File: src/inc/pwr_seq_pkg.sv
package pwr_seq_pkg;
    // wake-up delay in microseconds once nmi ends power-down
    localparam int WAKE_DELAY_US = 100;
    localparam int CLK_MHZ = 100;
    localparam int WAKE_CYCLES = WAKE_DELAY_US * CLK_MHZ;
    localparam int CNT_W = 24;
    localparam logic [CNT_W-1:0] CNT_ZERO = 24'h000000;
    localparam logic [CNT_W-1:0] CNT_ONE = 24'h000001;
    // pin states and reset values
    localparam logic BIT_SET = 1'h1;
    localparam logic BIT_CLR = 1'h0;
    localparam logic [2:0] SYNC_RESET = 3'h0;
    localparam logic [2:0] SYNC_HIGH = 3'h7;

    typedef enum logic [1:0] {
        ST_RUN,
        ST_PDOWN,
        ST_WAKE
    } pwr_state_t;
endpackage

File: src/logic/powerdown_reset_sequencer.sv
// Functional notes
// (RULE1) power-down entered only when enable bit is 1 and halt executes
// (RULE2) power-down ends on nmi assertion or external reset assertion
// (RULE3) nmi exit keeps clocks gated for the wake delay, then resumes
// (RULE4) reset exit skips the wake delay entirely
// (RULE5) reset low aborts bus cycle at once and initialises the core
// (RULE6) during reset all pins go to known levels; indicator asserted
// (RULE7) reset indicator stays high while reset input is low
// (RULE8) short nmi pulses are latched as wake and interrupt events
// (RULE9) test-mode pin low during reset floats all outputs
// (RULE10) clocks stay gated with state kept throughout power-down
module powerdown_reset_sequencer #(
    parameter int WAKE_COUNT = pwr_seq_pkg::WAKE_CYCLES
) (
    input wire logic core_clk_i, // system clock, 100 MHz
    input wire logic rstn_i, // synchronous reset, active low
    input wire logic resin_n_i, // external reset pin, active low
    input wire logic nmi_i, // non-maskable interrupt pin, active high
    input wire logic test_mode_n_i, // test-mode pin, active low
    input wire logic powerdown_enable_bit_i, // power control enable bit
    input wire logic halt_exec_i, // pulse: halt instruction executed
    input wire logic nmi_ack_i, // pulse: core took the nmi
    output logic core_clk_en_o, // internal clock enable
    output logic bus_abort_o, // abort bus cycle in progress
    output logic core_init_o, // hold core in initialised state
    output logic reset_out_o, // reset indicator, active high
    output logic pins_float_o, // all output pins high impedance
    output logic nmi_pending_o, // latched nmi event
    output logic in_powerdown_o // power-down or wake delay active
);
    import pwr_seq_pkg::*;

    logic [2:0] resin_sync_r, resin_sync_nxt;
    logic [2:0] nmi_sync_r, nmi_sync_nxt;
    logic [2:0] test_sync_r, test_sync_nxt;
    logic resin_n_r, resin_n_nxt;
    logic nmi_r, nmi_nxt;
    logic test_n_r, test_n_nxt;
    logic nmi_prev_r, nmi_prev_nxt;
    logic nmi_latch_r, nmi_latch_nxt;
    logic float_r, float_nxt;
    logic reset_out_r, reset_out_nxt;
    pwr_state_t state_r, state_nxt;
    logic [CNT_W-1:0] cnt_r, cnt_nxt;
    logic in_reset;
    logic nmi_rise;

    localparam logic [CNT_W-1:0] WAKE_LOAD = CNT_W'(WAKE_COUNT);

    // filtered pin level: change once second and third stages agree
    function automatic logic filt(input logic [2:0] s, input logic cur);
        filt = (s[1] == s[2]) ? s[2] : cur;
    endfunction

    assign in_reset = !rstn_i || !resin_n_r;
    assign nmi_rise = nmi_r && !nmi_prev_r;

    // pin synchronisers and filters
    always_comb begin
        resin_sync_nxt = {resin_sync_r[1:0], resin_n_i};
        nmi_sync_nxt = {nmi_sync_r[1:0], nmi_i};
        test_sync_nxt = {test_sync_r[1:0], test_mode_n_i};
        resin_n_nxt = filt(resin_sync_r, resin_n_r);
        nmi_nxt = filt(nmi_sync_r, nmi_r);
        test_n_nxt = filt(test_sync_r, test_n_r);
        nmi_prev_nxt = nmi_r;
    end

    // nmi latch; a new edge wins over the acknowledge
    always_comb begin
        nmi_latch_nxt = nmi_latch_r;
        if (nmi_ack_i) begin
            nmi_latch_nxt = BIT_CLR;
        end
        if (nmi_rise) begin
            nmi_latch_nxt = BIT_SET; // [RULE8]
        end
        if (in_reset) begin
            nmi_latch_nxt = BIT_CLR;
        end
    end

    // reset indicator and test-mode float capture
    always_comb begin
        reset_out_nxt = in_reset; // [RULE7]
        float_nxt = float_r;
        if (in_reset) begin
            float_nxt = !test_n_r; // [RULE9]
        end
    end

    // power-down sequencing
    always_comb begin
        state_nxt = state_r;
        cnt_nxt = cnt_r;
        case (state_r)
            ST_RUN: begin
                if (halt_exec_i && powerdown_enable_bit_i) begin
                    state_nxt = ST_PDOWN; // [RULE1]
                end
            end
            ST_PDOWN: begin
                if (nmi_rise || nmi_latch_r) begin
                    state_nxt = ST_WAKE; // [RULE2]
                    cnt_nxt = WAKE_LOAD; // [RULE3]
                end
            end
            ST_WAKE: begin
                if (cnt_r <= CNT_ONE) begin
                    state_nxt = ST_RUN; // [RULE3]
                    cnt_nxt = CNT_ZERO;
                end else begin
                    cnt_nxt = cnt_r - CNT_ONE;
                end
            end
            default: begin
                state_nxt = ST_RUN;
                cnt_nxt = CNT_ZERO;
            end
        endcase
        if (in_reset) begin
            state_nxt = ST_RUN; // [RULE4] [RULE2]
            cnt_nxt = CNT_ZERO;
        end
    end

    // registers
    always_ff @(posedge core_clk_i) begin
        if (!rstn_i) begin
            resin_sync_r <= SYNC_RESET;
            nmi_sync_r <= SYNC_RESET;
            test_sync_r <= SYNC_HIGH;
            resin_n_r <= BIT_CLR;
            nmi_r <= BIT_CLR;
            test_n_r <= BIT_SET;
            nmi_prev_r <= BIT_CLR;
            nmi_latch_r <= BIT_CLR;
            float_r <= BIT_CLR;
            reset_out_r <= BIT_SET;
            state_r <= ST_RUN;
            cnt_r <= CNT_ZERO;
        end else begin
            resin_sync_r <= resin_sync_nxt;
            nmi_sync_r <= nmi_sync_nxt;
            test_sync_r <= test_sync_nxt;
            resin_n_r <= resin_n_nxt;
            nmi_r <= nmi_nxt;
            test_n_r <= test_n_nxt;
            nmi_prev_r <= nmi_prev_nxt;
            nmi_latch_r <= nmi_latch_nxt;
            float_r <= float_nxt;
            reset_out_r <= reset_out_nxt;
            state_r <= state_nxt;
            cnt_r <= cnt_nxt;
        end
    end

    // outputs; abort and init follow the filtered reset directly
    assign bus_abort_o = in_reset; // [RULE5]
    assign core_init_o = in_reset; // [RULE5] [RULE6]
    assign reset_out_o = reset_out_r || in_reset; // [RULE6] [RULE7]
    assign core_clk_en_o = (state_r == ST_RUN); // [RULE10] [RULE3]
    assign pins_float_o = float_r; // [RULE9]
    assign nmi_pending_o = nmi_latch_r;
    assign in_powerdown_o = (state_r != ST_RUN);

    // checks
    property p_enter;
        @(posedge core_clk_i) disable iff (!rstn_i)
        (state_r == ST_RUN && halt_exec_i && powerdown_enable_bit_i
         && !in_reset) |=> (state_r == ST_PDOWN);
    endproperty
    a_enter: assert property (p_enter) // [RULE1]
        else $error("no power-down");

    property p_no_enter;
        @(posedge core_clk_i) disable iff (!rstn_i)
        (state_r == ST_RUN && !(halt_exec_i && powerdown_enable_bit_i))
        |=> (state_r == ST_RUN);
    endproperty
    a_no_enter: assert property (p_no_enter) // [RULE1]
        else $error("bad entry");

    property p_nmi_exit;
        @(posedge core_clk_i) disable iff (!rstn_i)
        (state_r == ST_PDOWN && nmi_rise && !in_reset) |=>
        (state_r == ST_WAKE && cnt_r == WAKE_LOAD);
    endproperty
    a_nmi_exit: assert property (p_nmi_exit) // [RULE2]
        else $error("no wake");

    property p_wake_gated;
        @(posedge core_clk_i) disable iff (!rstn_i)
        (state_r == ST_WAKE && cnt_r > CNT_ONE && !in_reset)
        |=> (state_r == ST_WAKE && !core_clk_en_o);
    endproperty
    a_wake_gated: assert property (p_wake_gated) // [RULE3]
        else $error("clk on");

    property p_rst_exit;
        @(posedge core_clk_i) disable iff (!rstn_i)
        (state_r != ST_RUN && !resin_n_r) |=> (state_r == ST_RUN);
    endproperty
    a_rst_exit: assert property (p_rst_exit) // [RULE4]
        else $error("delay");

    property p_abort;
        @(posedge core_clk_i) disable iff (!rstn_i)
        !resin_n_r |-> (bus_abort_o && core_init_o)
        ##1 (state_r == ST_RUN && !nmi_pending_o);
    endproperty
    a_abort: assert property (p_abort) // [RULE5]
        else $error("no abort");

    property p_resout;
        @(posedge core_clk_i) disable iff (!rstn_i)
        !resin_n_r |-> reset_out_o;
    endproperty
    a_resout: assert property (p_resout) // [RULE7]
        else $error("no resout");

    property p_resout_drop;
        @(posedge core_clk_i) disable iff (!rstn_i)
        $rose(resin_n_r) |=> !reset_out_o;
    endproperty
    a_resout_drop: assert property (p_resout_drop) // [RULE6]
        else $error("stuck");

    property p_latch;
        @(posedge core_clk_i) disable iff (!rstn_i)
        (nmi_rise && !in_reset) |=> nmi_pending_o;
    endproperty
    a_latch: assert property (p_latch) // [RULE8]
        else $error("nmi lost");

    property p_float;
        @(posedge core_clk_i) disable iff (!rstn_i)
        (!resin_n_r && !test_n_r) |=> pins_float_o;
    endproperty
    a_float: assert property (p_float) // [RULE9]
        else $error("no float");

    property p_gated;
        @(posedge core_clk_i) disable iff (!rstn_i)
        (state_r == ST_PDOWN && !nmi_rise && !nmi_latch_r && !in_reset)
        |=> (state_r == ST_PDOWN && !core_clk_en_o);
    endproperty
    a_gated: assert property (p_gated) // [RULE10]
        else $error("left pdown");

    c_wake: cover property (@(posedge core_clk_i) disable iff (!rstn_i)
        state_r == ST_WAKE ##1 state_r == ST_RUN);
    c_rst_pd: cover property (@(posedge core_clk_i) disable iff (!rstn_i)
        state_r == ST_PDOWN && !resin_n_r);
    c_float: cover property (@(posedge core_clk_i) disable iff (!rstn_i)
        $rose(pins_float_o));
endmodule

File: config.mk
export PLATFORM = sky130hd
export DESIGN_NAME = powerdown_reset_sequencer
export DESIGN_NICKNAME = d
export VERILOG_FILES = /design/src/inc/pwr_seq_pkg.sv /design/src/logic/powerdown_reset_sequencer.sv
export SDC_FILE = /design/constraint.sdc
export NUM_CORES = 1
export LEC_CHECK = 0
export ABC_AREA = 1
export BUFFER_PORTS_ARGS = -buffer_cell sky130_fd_sc_hd__buf_2
export CORE_MARGIN = 2
export CORE_UTILIZATION = 32
export DETAILED_ROUTE_END_ITERATION = 10
export SYNTH_ARGS = -nofsm -noshare
export SYNTH_HDL_FRONTEND = slang
export SYNTH_SLANG_ARGS = --single-unit
export TNS_END_PERCENT = 50
File: constraint.sdc
create_clock -name core_clk_i -period 3.06 [get_ports core_clk_i]
set_input_delay 0.612 -clock core_clk_i [delete_from_list [all_inputs] [get_ports core_clk_i]]
set_output_delay 0.612 -clock core_clk_i [all_outputs]
set_load 0.02 [all_outputs]
* Word level (Yosys, flattened, before mapping) *
Cells that the tools add are included.

operators by class
  $add $sub $neg = 1
  order comparisons = 1
  eq/ne operators = 8
  muxes and demuxes = 9
  bitwise logic cells = 2
  reduce and logical (&&, ||, !) cells = 15

operator list
  kind                                                              number
  case mux 24 bit (3 select lines)                                  1
  2-to-1 mux 24 bit                                                 2
  less-or-equal comparator 24 x 1 -> 1 bit (second input constant)  1
  subtractor 24 x 1 -> 24 bit (second input constant)               1
  2-to-1 mux 2 bit                                                  3
  case mux 2 bit (3 select lines)                                   1
  logical NOT 1 bit                                                 4
  inequality test 2 bit (second input constant)                     2
  nonzero test 2 bit                                                2
  == test 1 bit                                                     3
  logical OR 1 bit                                                  3
  AND reduction 3 bit                                               1
  == test 2 x 1 -> 1 bit (second input constant)                    1
  == test 2 bit (second input constant)                             1
  logical AND 1 bit                                                 2
  logical NOT 2 bit                                                 1
  2-to-1 mux 1 bit                                                  2
  inequality test 2 x 1 -> 1 bit (second input constant)            1
  NOT 1 bit                                                         2
  AND reduction 2 bit                                               1
  OR reduction 2 bit                                                1

storage, ports and cells
  register bits after elaboration = 42
  input port bits = 8
  output and inout port bits = 7
  logic and storage cells = 48

* Depth between registers and ports, before layout *
  word-level depth = 5
  mapped depth = 13
  gate-level depth less buffers = 12

* Worst setup path after synthesis *
No wires, ideal clock.

  path kind = input-to-output
  start point = input port rstn_i
  end point = output port reset_out_o
  arrival time = 1.595 ns
  data required time = 2.448 ns
  slack = 0.853 ns
  stages = 4
  buffers on the path = 2
  cell sequence = buf_2 -> nand2_1 -> clkbuf_1 -> or2_2

between the ends
  longest elaborated chain between the ends = 3

ends and longest elaborated chain
  what                   line                              RTL
  start: declaration     powerdown_reset_sequencer.sv:16   input wire logic rstn_i,
  logical NOT 1 bit      -
  logical OR 1 bit       powerdown_reset_sequencer.sv:55   assign in_reset = !rstn_i || !resin_n_r;
  named net bus_abort_o  powerdown_reset_sequencer.sv:24   output logic bus_abort_o,
  logical OR 1 bit       powerdown_reset_sequencer.sv:161  assign reset_out_o = reset_out_r || in_reset;
  end: declaration       powerdown_reset_sequencer.sv:26   output logic reset_out_o,

The timed path passes the listed nets, and every way through them passes these cells.

* Worst setup path in the final report *
  start point = input port rstn_i
  end point = output port reset_out_o

between the ends
  longest elaborated chain between the ends = 3

ends and longest elaborated chain
  what               line
  logical NOT 1 bit  -
  logical OR 1 bit   powerdown_reset_sequencer.sv:55
  logical OR 1 bit   powerdown_reset_sequencer.sv:161

Every way passes these cells.

==> results <==
- Summed over all layers, the global routing overflow is 0.
- Cells with a size suffix above 1 make up 21.0% of the layout.
- The total nets after synthesis is 320.
- Of all nets on the critical path, the largest fanout is 10.
- In this run the most critical hold path is launched from test_sync_r[0].
- Leaving out fill and tap cells, the most frequent cell in the layout is sky130_fd_sc_hd__nand2_1.
- After clock tree synthesis, the clock-pin slew on the worst setup and hold paths is 80 ps.
- Headroom to the max-slew limit came out at 75.6%.
- The first detailed-routing pass ran for 4 iterations.
- The share of Yosys cell area claimed by the top area cell type is 37.2%.
- In this run, CTS created clock tree buffers numbering 5.
- By area the synthesized netlist is led by sky130_fd_sc_hd__dfxtp_1, sky130_fd_sc_hd__nand2_1, sky130_fd_sc_hd__inv_1, sky130_fd_sc_hd__nor2_1, sky130_fd_sc_hd__nor2_2.
- The initial antenna violation count is 0.
- Counting stages on the worst path, the most repeated cell is sky130_fd_sc_hd__buf_2.
- The aggregate routed wire length is 4370 um.
- After filler insertion, the fill cell instance count of the layout stands at 732.
- The minimum clock period is 1910 ps.
- The number of hold buffers added after CTS was 0.
- Setup violations remaining at the end of the flow were counted as 0.
- The number of hold-slack violations in the final timing report is 0.
- For this block, the initial DRC count from the detailed router was 110.
- The tree built by TritonCTS fans out to 42 sinks.
- The share of total power in combinational logic is 1.6%.
- 0 antenna diodes ended up in the layout.
- The design draws 0.930 mW.
- Net switching is 22.7% of the power.
- The part of the total power dissipated in the clock network is 39.0%.
- In this run the worst hold path is classified as reg2reg.
- The worst register-to-register path has a depth of 12.
- The first global-routing pass estimated 7730 um of wire.
- The die covers 0.00775 mm2.
- sky130_fd_sc_hd__dfxtp_1 takes more of the synthesized area than any other cell.
- The fmax is 524 MHz.
- The vias after detailed routing is 1,841.
- By startpoint and endpoint, the worst setup path is classified as in2out.
- The count of yosys warnings during synthesis is 0.
- The internal power of the cells totals 0.718 mW.
- The worst setup path is launched from an input port.
- After floorplanning, the core was divided into 30 placement rows.
- The cell area that synthesis handed to floorplanning was 0.00226 mm2.
- The combined global-route utilization of all metal layers is 12.7%.
- The worst hold path depth is 1.
- Once the floorplan was initialized, standard cells occupied 33.2% of the core.
- In this run the remaining antenna-violating nets after routing total 0.
- Setup repair after global routing left no endpoint under its margin.
- The TritonCTS clock tree is yes.
- The cell family with the largest share of critical-path delay is simple AND/OR/NAND/NOR gates.
- The largest net degree at the start of global routing is 21.
- The remaining routing DRC violations is 0.
- 15 I/O pins were placed.
- The cell at the root of the clock tree is sky130_fd_sc_hd__clkbuf_8.
- After clock tree synthesis, the setup repair step added 0 buffers.
- Summed over all failing endpoints, the final setup total negative slack is 0 ps.
- The worst IR drop on VDD is 0.248 mV.
- The count of buffering cells on the critical path with inverters included is 2.
- The flop and latch count out of synthesis is 42.
- Measured along the x axis, the die boundary spans 88.0 um.
- The utilization of the core after routing is 36.7%.
- A synthesized cell averages 7.36 um2.
- Relative to the synthesized area, the layout overhead comes to 10.4%.
- In this run, distinct cell masters in the synthesized netlist total 33.
- In this run the power density over the cells is 373 mW/mm2.
- The largest stage delay on the critical path is 270 ps.
- Walking the worst path, the cells encountered are buf_2 -> nand2_1 -> or2_2 -> buf_2.
- The sequential share of power is 59.4%.
- The clock latency at the later pin of the worst-skew pair is 300 ps.
- The max-cap check violation count is 0.
- In the layout the commonest cells are sky130_fd_sc_hd__nand2_1, sky130_fd_sc_hd__inv_1, sky130_fd_sc_hd__dfxtp_1.
- The count of final max-slew check failures is 0.
- The height of the die is 88.0 um.
- The number of nets in the layout is 336.
- Once detailed placement completed, the half-perimeter wirelength came to 3270 um.
- The critical register-to-register path startpoint is state_r[1].
- The cell count after synthesis is 307.
- After layout, the worst path uses 62.4% of the clock period.
- The area inside the core boundary is 0.00679 mm2.
- The maximum clock insertion buffer count is 2.
- The congestion estimate from routability-driven global placement came to 0.825.
- Clock skew on the completed layout was measured at 1.49 ps.
- The slack of the worst reg-to-reg path is 1240 ps.
- STA classifies the critical path endpoint as an output pin.
- The number of gates resized after CTS was 0.
- The data arrival time of the worst path is 1300 ps.
- The quantity of I/O buffers inserted on ports is 14.
- The number of levels the H-tree was split into is 2.
- The run finished with clean final reports.
- STA puts the critical path data required time at 2450 ps.
- For hold timing, the worst endpoint is test_sync_r[1].
- At the pin with the least slew margin, the transition time is 365 ps.
- The net switching power is 0.212 mW.
- For this design, the slowest cell found on the critical path is sky130_fd_sc_hd__or2_2.
- Dividing the detail-routed wire length by the instance count gives 10.4 um.
- The static leakage is 1.16 nW.
- In this run the critical register-to-register path is captured at cnt_r[18].
- The sequential cell area fraction in the yosys report is 37.2%.
- The number of global-route vias before repair is 1,716.
- After detailed routing, the number of vias per cell comes to 4.38.
cells by family after synthesis:
group,share of synthesized area [%]
AND/OR/NAND/NOR,37.8
AO/OA/AOI/OAI,6.98
buffers and inverters,10.5
adder cells (fa/ha/maj),2.77
flip-flops,37.2
XOR/XNOR,4.65
registers in the layout, indices dropped and copies added (netlist names):
register       flops
state_r            2
resin_n_r          1
nmi_pending_o      1
nmi_sync_r         3
nmi_prev_r         1
test_n_r           1
reset_out_r        1
nmi_prev_nxt       1
cnt_r             24
test_sync_r        3
pins_float_o       1
resin_sync_r       3
routing by layer:
metal	wire [um]	vias to the layer above	GRT usage (%)
met1	2170	822	16.3
met5	0	-	0
met2	1930	37	20.3
li1	-	974	-
met3	195	8	3.39
met4	72	0	4.96
worst register-to-register path: cells and delay by family (launching register included):
kind / cells / cell delay, ps
adders and majority gates: 1 / 190
buffers and inverters: 3 / 480
DFF: 1 / 350
and+or+nand+nor: 8 / 680
synthesized netlist by cell type:
| master | n |
|---|---|
| sky130_fd_sc_hd__a21oi_1 | 9 |
| sky130_fd_sc_hd__a21oi_2 | 4 |
| sky130_fd_sc_hd__a22oi_1 | 1 |
| sky130_fd_sc_hd__buf_2 | 1 |
| sky130_fd_sc_hd__buf_4 | 1 |
| sky130_fd_sc_hd__buf_6 | 2 |
| sky130_fd_sc_hd__buf_8 | 1 |
| sky130_fd_sc_hd__clkbuf_1 | 1 |
| sky130_fd_sc_hd__clkinv_1 | 1 |
| sky130_fd_sc_hd__dfxtp_1 | 42 |
| sky130_fd_sc_hd__ha_1 | 5 |
| sky130_fd_sc_hd__inv_1 | 46 |
| sky130_fd_sc_hd__inv_2 | 2 |
| sky130_fd_sc_hd__nand2_1 | 62 |
| sky130_fd_sc_hd__nand2_2 | 5 |
| sky130_fd_sc_hd__nand2_4 | 2 |
| sky130_fd_sc_hd__nand2_8 | 1 |
| sky130_fd_sc_hd__nand3_1 | 19 |
| sky130_fd_sc_hd__nand3_2 | 2 |
| sky130_fd_sc_hd__nand3b_1 | 1 |
| sky130_fd_sc_hd__nand4_1 | 8 |
| sky130_fd_sc_hd__nand4_2 | 1 |
| sky130_fd_sc_hd__nor2_1 | 36 |
| sky130_fd_sc_hd__nor2_2 | 18 |
| sky130_fd_sc_hd__nor2_4 | 3 |
| sky130_fd_sc_hd__nor2_8 | 2 |
| sky130_fd_sc_hd__nor3_1 | 2 |
| sky130_fd_sc_hd__o21ai_0 | 3 |
| sky130_fd_sc_hd__o21ai_1 | 5 |
| sky130_fd_sc_hd__o21bai_1 | 4 |
| sky130_fd_sc_hd__or2_2 | 5 |
| sky130_fd_sc_hd__xnor2_1 | 3 |
| sky130_fd_sc_hd__xor2_1 | 9 |
power groups by stage:
stage,clock network [mW],logic (mW),registers [mW]
2_1_floorplan,0,0.00974,0.565
3_3_place_gp,0,0.0145,0.566
3_5_place_dp,0,0.0150,0.566
4_1_cts,0.378,0.0150,0.553
5_1_grt,0.402,0.0172,0.553
6_report,0.363,0.0147,0.553
per-stage QoR:
stage	setup slack [ps]	hold slack [ps]	instances	instance area [um2]
2_1_floorplan	853	385	307	2260
3_3_place_gp	1160	395	412	2400
3_5_place_dp	1150	402	412	2400
4_1_cts	1130	422	420	2490
5_1_grt	1030	437	420	2490
6_report	1150	419	420	2490
final cells by class:
class,count,area [um2],share of cell area (%)
multi-input cells,210,1180,47.3
flip-flops and latches,42,841,33.7
clock inverters,3,21.3,0.853
clock buffers,5,68.8,2.76
well taps,96,120,4.82
inverters,49,184,7.38
repair buffers,15,77.6,3.11
how the worst max path moves through the flow:
stage,startpoint,endpoint,slack [ps],depth (start not counted)
floorplan,rstn_i,reset_out_o,850,4
global placement,rstn_i,reset_out_o,1160,4
detailed placement,rstn_i,reset_out_o,1150,4
CTS,state_r[0],in_powerdown_o,1130,4
global route,state_r[1],cnt_r[18],1030,12
finish,rstn_i,reset_out_o,1150,4
Power figures use the tool's default switching activity.
